===== src/rtl/gpedge_pkg.sv =====
// Package: widths, encodings and carriers for the edge-registered GPIO port
package gpedge_pkg;
   localparam int PORT_WIDTH   = 8;
   localparam int PORT_COUNT   = 5;
   localparam int SEL_WIDTH    = 3;
   localparam int LOGIC_BLOCKS = 4;
   localparam int LB_SEL_WIDTH = 2;
   localparam logic [PORT_WIDTH-1:0] DATA_OUT_RESET = 8'h00;
   localparam logic [PORT_WIDTH-1:0] IRQ_FLAG_RESET = 8'h00;
   localparam logic [PORT_WIDTH-1:0] ALL_ZERO       = 8'h00;

   // Array clock source choices
   typedef enum logic [1:0] {
      GPEDGE_CLK_DIVIDER = 2'h0,
      GPEDGE_CLK_PORT    = 2'h1,
      GPEDGE_CLK_DIRECT  = 2'h3,
      GPEDGE_CLK_SYNCED  = 2'h2
   } gpedge_clk_src_t;

   // Per-pin drive source
   typedef enum logic [1:0] {
      GPEDGE_PIN_GPIO    = 2'h0,
      GPEDGE_PIN_FIXED   = 2'h1,
      GPEDGE_PIN_FABRIC  = 2'h3,
      GPEDGE_PIN_EDGEREG = 2'h2
   } gpedge_pin_src_t;

   typedef struct packed {
      logic [PORT_WIDTH-1:0] level;
      logic [PORT_WIDTH-1:0] outEn;
   } gpedge_drive_t;

   typedef struct packed {
      logic                  portClkEn;
      logic [SEL_WIDTH-1:0]  portClkPin;
   } gpedge_edge_cfg_t;
endpackage


===== src/rtl/gpedge_port.sv =====
// Edge-registered 8-bit GPIO port with pin multiplexer and interrupt flags
`timescale 1ns/1ps
module gpedge_port
   import gpedge_pkg::*;
(
   input  wire logic                             clock,
   input  wire logic                             arst_n,
   input  wire logic [PORT_WIDTH-1:0]            pinIn,
   output logic      [PORT_WIDTH-1:0]            pinOut,
   output logic      [PORT_WIDTH-1:0]            pinOutEn,
   input  wire logic                             dataWrite,
   input  wire logic [PORT_WIDTH-1:0]            dataWriteValue,
   output logic      [PORT_WIDTH-1:0]            dataOut,
   output logic      [PORT_WIDTH-1:0]            pinState,
   input  wire logic [PORT_WIDTH-1:0]            driveEnable,
   input  wire gpedge_pin_src_t [PORT_WIDTH-1:0] pinSource,
   input  wire gpedge_drive_t                    fixedDrive,
   input  wire gpedge_drive_t                    fabricDrive,
   input  wire gpedge_edge_cfg_t                 edgeCfg,
   input  wire gpedge_clk_src_t                  arrayClkSel,
   input  wire logic                             dividerTick,
   input  wire logic                             fabricClk,
   output logic                                  arrayClkEvent,
   output logic      [PORT_WIDTH-1:0]            edgeIn,
   output logic      [PORT_WIDTH-1:0]            fabricIn,
   input  wire logic [LB_SEL_WIDTH-1:0]          fabricInRoute,
   output logic      [LOGIC_BLOCKS-1:0]          blockSelect,
   input  wire logic [PORT_WIDTH-1:0]            irqEnable,
   input  wire logic [PORT_WIDTH-1:0]            irqClear,
   output logic      [PORT_WIDTH-1:0]            irqFlags,
   output logic                                  portIrq,
   input  wire logic [LOGIC_BLOCKS-1:0]          blockIrqReq,
   input  wire logic [LB_SEL_WIDTH-1:0]          blockIrqOwner,
   output logic                                  blockIrq
);
   // Array clock is a qualifying event in this single-clock model
   logic [PORT_WIDTH-1:0] sync1_reg, sync2_reg, sync3_reg;
   logic [PORT_WIDTH-1:0] dataOut_reg, dataOut_next;
   logic [PORT_WIDTH-1:0] edgeIn_reg, edgeIn_next, edgeOut_reg, edgeOut_next;
   logic [PORT_WIDTH-1:0] flags_reg, flags_next;
   logic [PORT_WIDTH-1:0] pinOut_reg, pinOut_next, pinOutEn_reg, pinOutEn_next;
   logic [PORT_WIDTH-1:0] fabricIn_reg, fabricIn_next;
   logic [LOGIC_BLOCKS-1:0] blockSel_reg, blockSel_next;
   logic                  fabSync1_reg, fabSync2_reg, fabSync3_reg;
   logic                  pinClkPrev_reg, arrayEv_reg, arrayEv_next;
   logic                  portIrq_reg, portIrq_next, blockIrq_reg, blockIrq_next;
   logic                  pinClkLevel, pinClkRise, fabricRise, edgeEvent;

   // Two-stage synchronisers; third stage only for edge detection
   always_ff @(posedge clock or negedge arst_n) begin
      if (!arst_n) begin
         sync1_reg    <= ALL_ZERO;
         sync2_reg    <= ALL_ZERO;
         sync3_reg    <= ALL_ZERO;
         fabSync1_reg <= 1'b0;
         fabSync2_reg <= 1'b0;
         fabSync3_reg <= 1'b0;
      end else begin
         sync1_reg    <= pinIn;
         sync2_reg    <= sync1_reg;
         sync3_reg    <= sync2_reg;
         fabSync1_reg <= fabricClk;
         fabSync2_reg <= fabSync1_reg;
         fabSync3_reg <= fabSync2_reg;
      end
   end

   always_comb begin
      pinClkLevel = sync2_reg[edgeCfg.portClkPin];
      pinClkRise  = pinClkLevel & ~pinClkPrev_reg;
      fabricRise  = fabSync2_reg & ~fabSync3_reg;
      // Direct fabric clock is sampled raw: faster, but the user owns its timing
      case (arrayClkSel)
         GPEDGE_CLK_DIVIDER: arrayEv_next = dividerTick;
         GPEDGE_CLK_PORT:    arrayEv_next = pinClkRise;
         GPEDGE_CLK_DIRECT:  arrayEv_next = fabricClk;
         GPEDGE_CLK_SYNCED:  arrayEv_next = fabricRise;
         default:            arrayEv_next = 1'b0;
      endcase
      // Pin clock skips the fabric hop, so edge stage catches inputs sooner
      edgeEvent = edgeCfg.portClkEn ? pinClkRise : arrayEv_reg;
   end

   always_comb begin
      dataOut_next  = dataWrite ? dataWriteValue : dataOut_reg;
      edgeIn_next   = edgeEvent ? sync2_reg : edgeIn_reg;
      edgeOut_next  = edgeEvent ? fabricDrive.level : edgeOut_reg;
      // Set wins over clear so no event is lost
      flags_next    = (flags_reg & ~irqClear) | (sync2_reg ^ sync3_reg);
      portIrq_next  = |(flags_next & irqEnable);
      fabricIn_next = sync2_reg;
      blockSel_next = LOGIC_BLOCKS'(1) << fabricInRoute;
      blockIrq_next = blockIrqReq[blockIrqOwner];
   end

   generate
      for (genvar i = 0; i < PORT_WIDTH; i++) begin : g_pin
         always_comb begin
            case (pinSource[i])
               GPEDGE_PIN_GPIO: begin
                  pinOut_next[i]   = dataOut_reg[i];
                  pinOutEn_next[i] = driveEnable[i];
               end
               GPEDGE_PIN_FIXED: begin
                  pinOut_next[i]   = fixedDrive.level[i];
                  pinOutEn_next[i] = fixedDrive.outEn[i];
               end
               GPEDGE_PIN_FABRIC: begin
                  pinOut_next[i]   = fabricDrive.level[i];
                  pinOutEn_next[i] = fabricDrive.outEn[i];
               end
               GPEDGE_PIN_EDGEREG: begin
                  pinOut_next[i]   = edgeOut_reg[i];
                  pinOutEn_next[i] = fabricDrive.outEn[i];
               end
               default: begin
                  pinOut_next[i]   = 1'b0;
                  pinOutEn_next[i] = 1'b0;
               end
            endcase
         end
      end
   endgenerate

   always_ff @(posedge clock or negedge arst_n) begin
      if (!arst_n) begin
         dataOut_reg    <= DATA_OUT_RESET;
         edgeIn_reg     <= ALL_ZERO;
         edgeOut_reg    <= ALL_ZERO;
         flags_reg      <= IRQ_FLAG_RESET;
         pinOut_reg     <= ALL_ZERO;
         pinOutEn_reg   <= ALL_ZERO;
         fabricIn_reg   <= ALL_ZERO;
         blockSel_reg   <= '0;
         pinClkPrev_reg <= 1'b0;
         arrayEv_reg    <= 1'b0;
         portIrq_reg    <= 1'b0;
         blockIrq_reg   <= 1'b0;
      end else begin
         dataOut_reg    <= dataOut_next;
         edgeIn_reg     <= edgeIn_next;
         edgeOut_reg    <= edgeOut_next;
         flags_reg      <= flags_next;
         pinOut_reg     <= pinOut_next;
         pinOutEn_reg   <= pinOutEn_next;
         fabricIn_reg   <= fabricIn_next;
         blockSel_reg   <= blockSel_next;
         pinClkPrev_reg <= pinClkLevel;
         arrayEv_reg    <= arrayEv_next;
         portIrq_reg    <= portIrq_next;
         blockIrq_reg   <= blockIrq_next;
      end
   end

   assign pinOut        = pinOut_reg;
   assign pinOutEn      = pinOutEn_reg;
   assign dataOut       = dataOut_reg;
   assign pinState      = sync2_reg;
   assign edgeIn        = edgeIn_reg;
   assign fabricIn      = fabricIn_reg;
   assign blockSelect   = blockSel_reg;
   assign irqFlags      = flags_reg;
   assign portIrq       = portIrq_reg;
   assign blockIrq      = blockIrq_reg;
   assign arrayClkEvent = arrayEv_reg;

   // One set of mux and flag checks per pin
   generate
      for (genvar j = 0; j < PORT_WIDTH; j++) begin : g_pin_chk

      end
   endgenerate
endmodule


===== config.mk =====
export PLATFORM = sky130hd
export DESIGN_NAME = gpedge_port
export DESIGN_NICKNAME = d
export VERILOG_FILES = /design/src/rtl/gpedge_pkg.sv /design/src/rtl/gpedge_port.sv
export SDC_FILE = /design/constraint.sdc
export NUM_CORES = 1
export LEC_CHECK = 0
export ABC_CLOCK_PERIOD_IN_PS = 3300
export BUFFER_PORTS_ARGS = -buffer_cell sky130_fd_sc_hd__buf_4
export CORE_MARGIN = 3
export CORE_UTILIZATION = 47
export DETAILED_ROUTE_END_ITERATION = 7
export GPL_ROUTABILITY_DRIVEN = 0
export PLACE_DENSITY = 0.84
export SLEW_MARGIN = 5
export SYNTH_ARGS = -nofsm -noshare
export SYNTH_HDL_FRONTEND = slang
export SYNTH_SLANG_ARGS = --single-unit
export TNS_END_PERCENT = 1

===== constraint.sdc =====
create_clock -name clock -period 3.3 [get_ports clock]
set_input_delay 0.165 -clock clock [delete_from_list [all_inputs] [get_ports clock]]
set_output_delay 0.165 -clock clock [all_outputs]
set_load 0.02 [all_outputs]

---- Word level (Yosys, flattened, before mapping) ----
Cells that the tools add are included.
word-level totals
  input bits .............................. 107
  output and inout bits ................... 63
  register bits ........................... 83
operators by class
  reductions and logical operators ........ 18
  eq/ne operators ......................... 27
  shift-type cells ........................ 1
  $lt $le $gt $ge ......................... 2
  bitwise logic cells ..................... 9
  multiplexer cells ....................... 22
operators with widths
  cell                                                 count
  == test 2 bit (second input constant)                18
  one-hot mux 1 bit (4 select lines)                   9
  one-hot mux 1 bit (3 select lines)                   8
  == test 2 x 1 -> 1 bit (second input constant)       9
  logical NOT 2 bit                                    9
  AND 8 bit                                            2
  OR reduction 2 bit                                   8
  inverter 8 bit                                       1
  bitwise OR 8 bit                                     1
  OR reduction 8 bit                                   1
  XOR 8 bit                                            1
  < comparator 3 x 4 -> 1 bit (second input constant)  1
  << shifter 1 x 2 -> 4 bit (first input constant)     1
  binary-select mux 1 bit (select 3 bit)               1
  < comparator 2 x 3 -> 1 bit (second input constant)  1
  2-to-1 mux 1 bit                                     3
  AND 1 bit                                            2
  binary-select mux 1 bit (select 2 bit)               1
  inverter 1 bit                                       2

---- Longest topological paths before layout ----
Gate-level depths: netlist (run 1).
  depth in word-level cells ............... 5
  depth in mapped cells ................... 6
  depth with buffers taken out ............ 4

---- Worst setup path after synthesis (run 1) ----
No wires, ideal clock.
  path type ............................... flip-flop to flip-flop
  start ................................... register sync2_reg[7], in the netlist pinState[7]
  end ..................................... register edgeIn_reg[0], in the netlist edgeIn[0]
  path buffers ............................ 1
  period minus slack after synthesis ...... 1.969 ns
  stages on the path, launching flop included .. 6
  data required time ...................... 3.175 ns
  arrival ................................. 1.844 ns
  setup slack ............................. 1.331 ns
  path through ............................ dfrtp_1 -> mux2i_1 -> mux4_2 -> o22ai_4 -> buf_12 -> mux2_4
between the ends
  word-level cells in the longest chain between the ends .. 4
ends and longest elaborated chain
  item                                    RTL line            text
  start: declaration                      gpedge_port.sv:37   logic [PORT_WIDTH-1:0] sync1_reg, sync2_reg, sync3_reg;
  start signal: assignment                gpedge_port.sv:60   sync2_reg <= sync1_reg;
  binary-select mux 1 bit (select 3 bit)  gpedge_port.sv:69   pinClkLevel = sync2_reg[edgeCfg.portClkPin];
  2-to-1 mux 1 bit (implied by the code)  gpedge_port.sv:69
  AND 1 bit                               gpedge_port.sv:70   pinClkRise = pinClkLevel & ~pinClkPrev_reg;
  2-to-1 mux 1 bit                        gpedge_port.sv:81   edgeEvent = edgeCfg.portClkEn ? pinClkRise : arrayEv_reg;
  end signal: assignment                  gpedge_port.sv:141  edgeIn_reg <= edgeIn_next;
  end: declaration                        gpedge_port.sv:39   logic [PORT_WIDTH-1:0] edgeIn_reg, edgeIn_next, edgeOut_reg, edgeOut_next;
Every way passes these cells. The select of a mux whose other input is x is not followed.
A chain may end at the register's enable or synchronous reset.

---- Worst setup path in the final report (run 1) ----
  start ................................... register sync2_reg[7], in the netlist pinState[7]
  end ..................................... register edgeOut_reg[3]
between the ends
  word-level cells in the longest chain between the ends .. 4
ends and longest elaborated chain
  item                                    RTL line            text
  binary-select mux 1 bit (select 3 bit)  gpedge_port.sv:69
  2-to-1 mux 1 bit (implied by the code)  gpedge_port.sv:69
  AND 1 bit                               gpedge_port.sv:70
  2-to-1 mux 1 bit                        gpedge_port.sv:81
  end signal: assignment                  gpedge_port.sv:142  edgeOut_reg <= edgeOut_next;
  end: declaration                        gpedge_port.sv:39
Every way passes these cells. The select of a mux whose other input is x is not followed.

==> results.json, run 1 <==
{
  "outcome": "finished, violations left",
  "violations": "hold timing",
  "cts_made_buffers": 9,
  "cts_tree": "done",
  "seq_power_share_pct": 49.4,
  "die-width_um": 87.3,
  "drv_cap": 0,
  "root_buffer": "clkbuf_8",
  "synth.area.top_cells": "dfrtp_1 (67%), mux4_2 (7.2%), mux2_2 (5.1%), mux2_4 (4.8%), mux2i_1 (3.9%)",
  "synth_area_leader_cell": "dfrtp_1",
  "final_cells": 460,
  "wirelength_mm": 7.86,
  "antennaDiodeCount": 0,
  "period_share_pct": 67.4,
  "startpoint_type": "flop",
  "place_ws_ns": 1.07,
  "switching_share_pct": 28.0,
  "drc": 0,
  "ys_seq_elements": 83,
  "grt_pass1_vias": 2518,
  "syn-cell-area_um2": 3110,
  "dp.cells": 432,
  "grtUsageTotal_pct": 21.6,
  "grt_pass1_wl_mm": 12.5,
  "dp_hpwl_mm": 5.81,
  "die_area_um2": 7620,
  "min_period_ns": 2.23,
  "leakagePower_nw": 2.34,
  "antenna_found_initial": 0,
  "io_pins": 170,
  "synth_nets": 298,
  "wl_per_cell_um": 17.1,
  "path_clk_slew_ns": 0.09,
  "seq_area_frac_synth_pct": 66.9,
  "drtAntennaViolNets": 0,
  "rows": 28,
  "r2r_slack_ns": 1.07,
  "grt_util_met3_pct": 5.30,
  "crit_start": "pinState[7]",
  "worst_pin_slew_ns": 1.00,
  "synthArstFlopShare_pct": 100,
  "vias_per_cell": 4.99,
  "clock-sinks": 83,
  "p_int_w": 0.00175,
  "r2r_cells": 4,
  "fin_ws_ns": 1.07,
  "use_met2_pct": 37.8,
  "final.setup.tns_ns": 0,
  "endpoint_kind": "flop",
  "top_usage_layer": "met2",
  "worstPathMaxFanout": 16,
  "pwr-share-clk_pct": 26.9,
  "syn-instance-count": 191,
  "p_sw_w": 0.000679,
  "grt_max_degree": 84,
  "irDropWorstVdd_uv": 348,
  "cts_buffer_depth": 2,
  "hold_path_class": "in2async",
  "critical_path_arrival_ns": 2.44,
  "core-area_um2": 6170,
  "hold_viol_final": 11,
  "max-slew-margin-rel_pct": 33.4,
  "use_met1_pct": 25.5,
  "crit_path_end": "edgeOut_reg[3]",
  "fmax_ghz": 0.449,
  "timing.rr.end": "edgeOut_reg[3]",
  "whs_ns": -0.0193,
  "synth_ff_type": "dfrtp_1",
  "overflow": 0,
  "required_ns": 3.51,
  "slew_viol_final": 0,
  "num_vias": 2296,
  "initial_core_util_pct": 50.4,
  "rr_startpoint": "pinState[7]",
  "drive_gt1_share_pct": 57.4,
  "drt_pass1_iterations": 4,
  "syn_area_per_cell_um2": 16.3,
  "htree_levels": 3,
  "clock_skew_ns": 0.0123,
  "powerDensity_nw_per_um2": 512,
  "finalSetupViolCount": 0,
  "fin_nets": 487,
  "final_util_pct": 76.8,
  "synth_edf_count": 0,
  "clock_latency_ns": 0.34,
  "pwr-share-comb_pct": 23.7,
  "rsz0062_at_grt": "no",
  "yosys-top-cells-count": "dfrtp_1 (83), o21ai_0 (16), mux2_2 (14)",
  "port_buffers": 169,
  "yosysWarnings": 0,
  "synth.most_common_cell": "dfrtp_1",
  "critPathKind": "reg2reg",
  "netlist-cell-type-count": 22,
  "dr.first_iter.drc_count": 102,
  "synth_top_area_share_pct": 66.9,
  "die_h_um": 87.3,
  "area_delta_synth_final_pct": 52.4
}
## routing by layer
layer,wire (um),vias up
met2,4210,110
met3,690,9
li1,-,1048
met5,0,-
met1,2860,1129
met4,96,0
## layout by cell type (no fill, tap or decap), types with 2 or more instances in the layout
cell / n
o21ai_0: 16
mux2i_1: 12
clkbuf_8: 10
clkinvlp_4: 2
buf_4: 169
dlygate4sd3_1: 12
xnor2_1: 8
a22oi_1: 4
mux2_2: 14
a21oi_1: 2
mux2_4: 10
nand2_1: 9
mux4_2: 10
inv_1: 11
dfrtp_1: 83
nor2b_1: 2
## layout make-up
type / instances / area, um2
fill: 402 / 1430
clock buffer: 11 / 141
multi-input combinational: 94 / 953
sequential: 83 / 2080
tap: 75 / 93.8
clock inverter: 5 / 37.5
timing repair buffer: 181 / 1390
inverter: 11 / 41.3
## kinds of logic after synthesis
family	share of synthesized area, %
AO/OA/AOI/OAI	4.87
flip-flops	66.9
AND/OR/NAND/NOR	2.54
buffers and inverters	2.46
multiplexers	21.0
XOR/XNOR	2.26
## worst min-delay path by stage
stage                         startpoint  slack, ns             end
final                             arst_n      -0.02  blockSelect[3]
after global routing        pinSource[1]       0.02     pinOutEn[0]
after CTS                 fabricDrive[0]       0.02     pinOutEn[0]
after detailed placement        pinIn[6]       0.28    sync1_reg[6]
after global placement          pinIn[3]       0.27    sync1_reg[3]
after floorplan                   arst_n      -0.13   arrayClkEvent
## power by group through the flow
stage | clock (W) | combinational [W] | sequential [W]
after global routing | 0.000725 | 0.000616 | 0.00121
after floorplan | 0 | 0.000175 | 0.00131
after global placement | 0 | 0.000555 | 0.00121
after CTS | 0.000666 | 0.000580 | 0.00120
final | 0.000652 | 0.000575 | 0.00120
after detailed placement | 0 | 0.000567 | 0.00122
## repair_timing
item                       CTS  global route
gates resized for setup      0             0
hold endpoints to repair    12             0
hold buffers                12             0
setup endpoints to repair    0             0
setup buffers                0             0
## through the flow
stage | total power (W) | cell area (um2)
3_3_place_gp | 0.00177 | 4430
5_1_grt | 0.00255 | 4730
6_report | 0.00243 | 4730
4_1_cts | 0.00245 | 4730
2_1_floorplan | 0.00148 | 3110
3_5_place_dp | 0.00179 | 4430
## critical path, cell delays in order (launching register included)
cell and delay [ns]:
dfrtp_1 0.43, mux2i_1 0.10, mux4_2 0.54, o22ai_4 0.60, mux2_2 0.41
Note: power is estimated with default switching activity, not from simulation.
==> run 2, diff against run 1 <==
Settings changed: ABC_CLOCK_PERIOD_IN_PS 3300 to 1780, CORE_UTILIZATION 47 to 40, PLACE_DENSITY 0.84 to 0.76.
Clock period 3.3 ns to 1.78 ns, I/O delays scaled along.
==> run 2 against run 1 <==
Compared with the run above: first-iteration DRC count decreased by 44%; non-clock buffer count increased by 59; fmax rose by 28%; register-to-register slack got worse by 1.0 ns; critical endpoint is now edgeOut_reg[4]; via count increased by 9.0%; routed wire length up 6.0%; combinational power up 110%; the flow now finishes without violations; total power up 89%; clock skew down 0.0012 ns.
==> results.json, run 2 (same netlist as run 1, synthesis figures left out) <==
{
  "outcome": "finished, final reports clean",
  "clock_skew_ns": 0.0110,
  "required_ns": 2.00,
  "root_buffer": "clkbuf_8",
  "finalSetupViolCount": 0,
  "wirelength_mm": 8.33,
  "htree_levels": 3,
  "leakagePower_nw": 2.62,
  "endpoint_kind": "flop",
  "die-width_um": 94.1,
  "critical_path_arrival_ns": 1.95,
  "antenna_found_initial": 0,
  "period_share_pct": 97.4,
  "num_vias": 2503,
  "die_h_um": 94.1,
  "clock_latency_ns": 0.34,
  "grtUsageTotal_pct": 19.0,
  "drc": 0,
  "slew_viol_final": 0,
  "drive_gt1_share_pct": 54.1,
  "die_area_um2": 8860,
  "place_ws_ns": 0.00430,
  "fin_area_um2": 5370,
  "hold_path_class": "in2reg",
  "switching_share_pct": 27.6,
  "dp_hpwl_mm": 5.83,
  "rows": 31,
  "rsz0062_at_grt": "yes",
  "max-slew-margin-rel_pct": 73.5,
  "antennaDiodeCount": 0,
  "layout_common_cells": "buf_4 (179), dfrtp_1 (75), dlygate4sd3_1 (58), o21ai_0 (16), mux2_4 (16)",
  "clock-sinks": 83,
  "worstPathMaxFanout": 11,
  "fmax_ghz": 0.577,
  "startpoint_type": "flop",
  "pwr-share-comb_pct": 26.8,
  "wl_per_cell_um": 15.3,
  "pwr-share-clk_pct": 24.9,
  "drv_cap": 0,
  "min_period_ns": 1.73,
  "area_delta_synth_final_pct": 72.7,
  "dr.first_iter.drc_count": 57,
  "placed_cell_area_um2": 4580,
  "critPathKind": "reg2reg",
  "initial_core_util_pct": 41.9,
  "cts_buffer_depth": 2,
  "irDropWorstVdd_uv": 446,
  "powerDensity_nw_per_um2": 854,
  "final_cells": 543,
  "p_int_w": 0.00332,
  "drtAntennaViolNets": 0,
  "overflow": 0,
  "vias_per_cell": 4.61,
  "fin_nets": 546,
  "core-area_um2": 7410,
  "port_buffers": 169,
  "path_clk_slew_ns": 0.08,
  "io_pins": 170,
  "final.setup.tns_ns": 0,
  "worst_pin_slew_ns": 0.398,
  "grt_max_degree": 56,
  "seq_power_share_pct": 48.2,
  "grt_pass1_wl_mm": 12.8,
  "cts_tree": "done",
  "cts_made_buffers": 9,
  "whs_ns": 0.0272,
  "p_sw_w": 0.00126,
  "hold_viol_final": 0,
  "fin_ws_ns": 0.0465,
  "dp.cells": 467,
  "final_common_cell": "buf_4",
  "drt_pass1_iterations": 3,
  "grt_pass1_vias": 2790
}
==> run 2: changes by cell type in the layout (fill, tap and decap cells not counted), sizes merged <==
| cell | before | now |
|---|---|---|
| dlygate4sd3 | 12 | 58 |
| buf | 169 | 181 |
| clkinv | 2 | 3 |
| dlymetal6s4s | 0 | 1 |
| inv | 12 | 11 |
==> run 2: metrics by stage <==
step,utilization [%],power [W]
detailed placement,61.8,0.00334
global placement,61.8,0.00331
global route,72.4,0.00481
CTS,72.1,0.00462
floorplan,-,0.00275
finish,72.4,0.00458
==> run 2: metal layers <==
metal / global-route usage, % / part of all wire [%] / vias up
li1: - / - / 1170
met2: 33.8 / 52 / 109
met1: 21.6 / 38 / 1209
met4: 7.94 / 1.9 / 0
met3: 4.97 / 7.8 / 15
met5: 0 / 0 / -
==> run 2: final timing paths <==
check | start | end | slack (ns) | cells after the start
min reg2reg | sync1_reg[0] | pinState[0] | 0.35 | 0
max | pinState[6] | edgeOut_reg[4] | 0.05 | 5
min | irqEnable[1] | portIrq | 0.03 | 3
max reg2reg | pinState[6] | edgeOut_reg[4] | 0.05 | 5
max in group asynchronous | arst_n | pinState[2] | 0.94 | 3
min in group asynchronous | arst_n | pinOut[6] | 0.21 | 2
==> run 2: repair_timing <==
item / 4_1_cts / 5_1_grt
hold buffers: 59 / 0
resized for setup: 0 / 7
hold endpoints to repair: 75 / 0
pin swaps: 0 / 0
setup endpoints to repair: 2 / 14
buffers inserted: 1 / 0
==> run 2: layout make-up <==
cell class                      instances  area, um2
Sequential cell                        83       2090
Fill cell                             507       2040
Timing Repair Buffer                  240       1980
Multi-Input combinational cell         94        976
Clock buffer                           11        131
Tap cell                               99        124
Inverter                               11       41.3
Clock inverter                          5       30.0
==> run 2: critical path: stages (launching register included) <==
cell and delay, ns:
dfrtp_2 0.37, mux2i_1 0.06, mux4_2 0.52, o22ai_4 0.16, buf_12 0.19, mux2_4 0.31
==> run 2: power by group through the flow <==
| stage | registers [W] | logic, W | clock network, W |
|---|---|---|---|
| floorplan | 0.00243 | 0.000324 | 0 |
| global placement | 0.00224 | 0.00108 | 0 |
| detailed placement | 0.00224 | 0.00110 | 0 |
| CTS | 0.00221 | 0.00122 | 0.00119 |
| global route | 0.00224 | 0.00131 | 0.00126 |
| finish | 0.00221 | 0.00123 | 0.00114 |
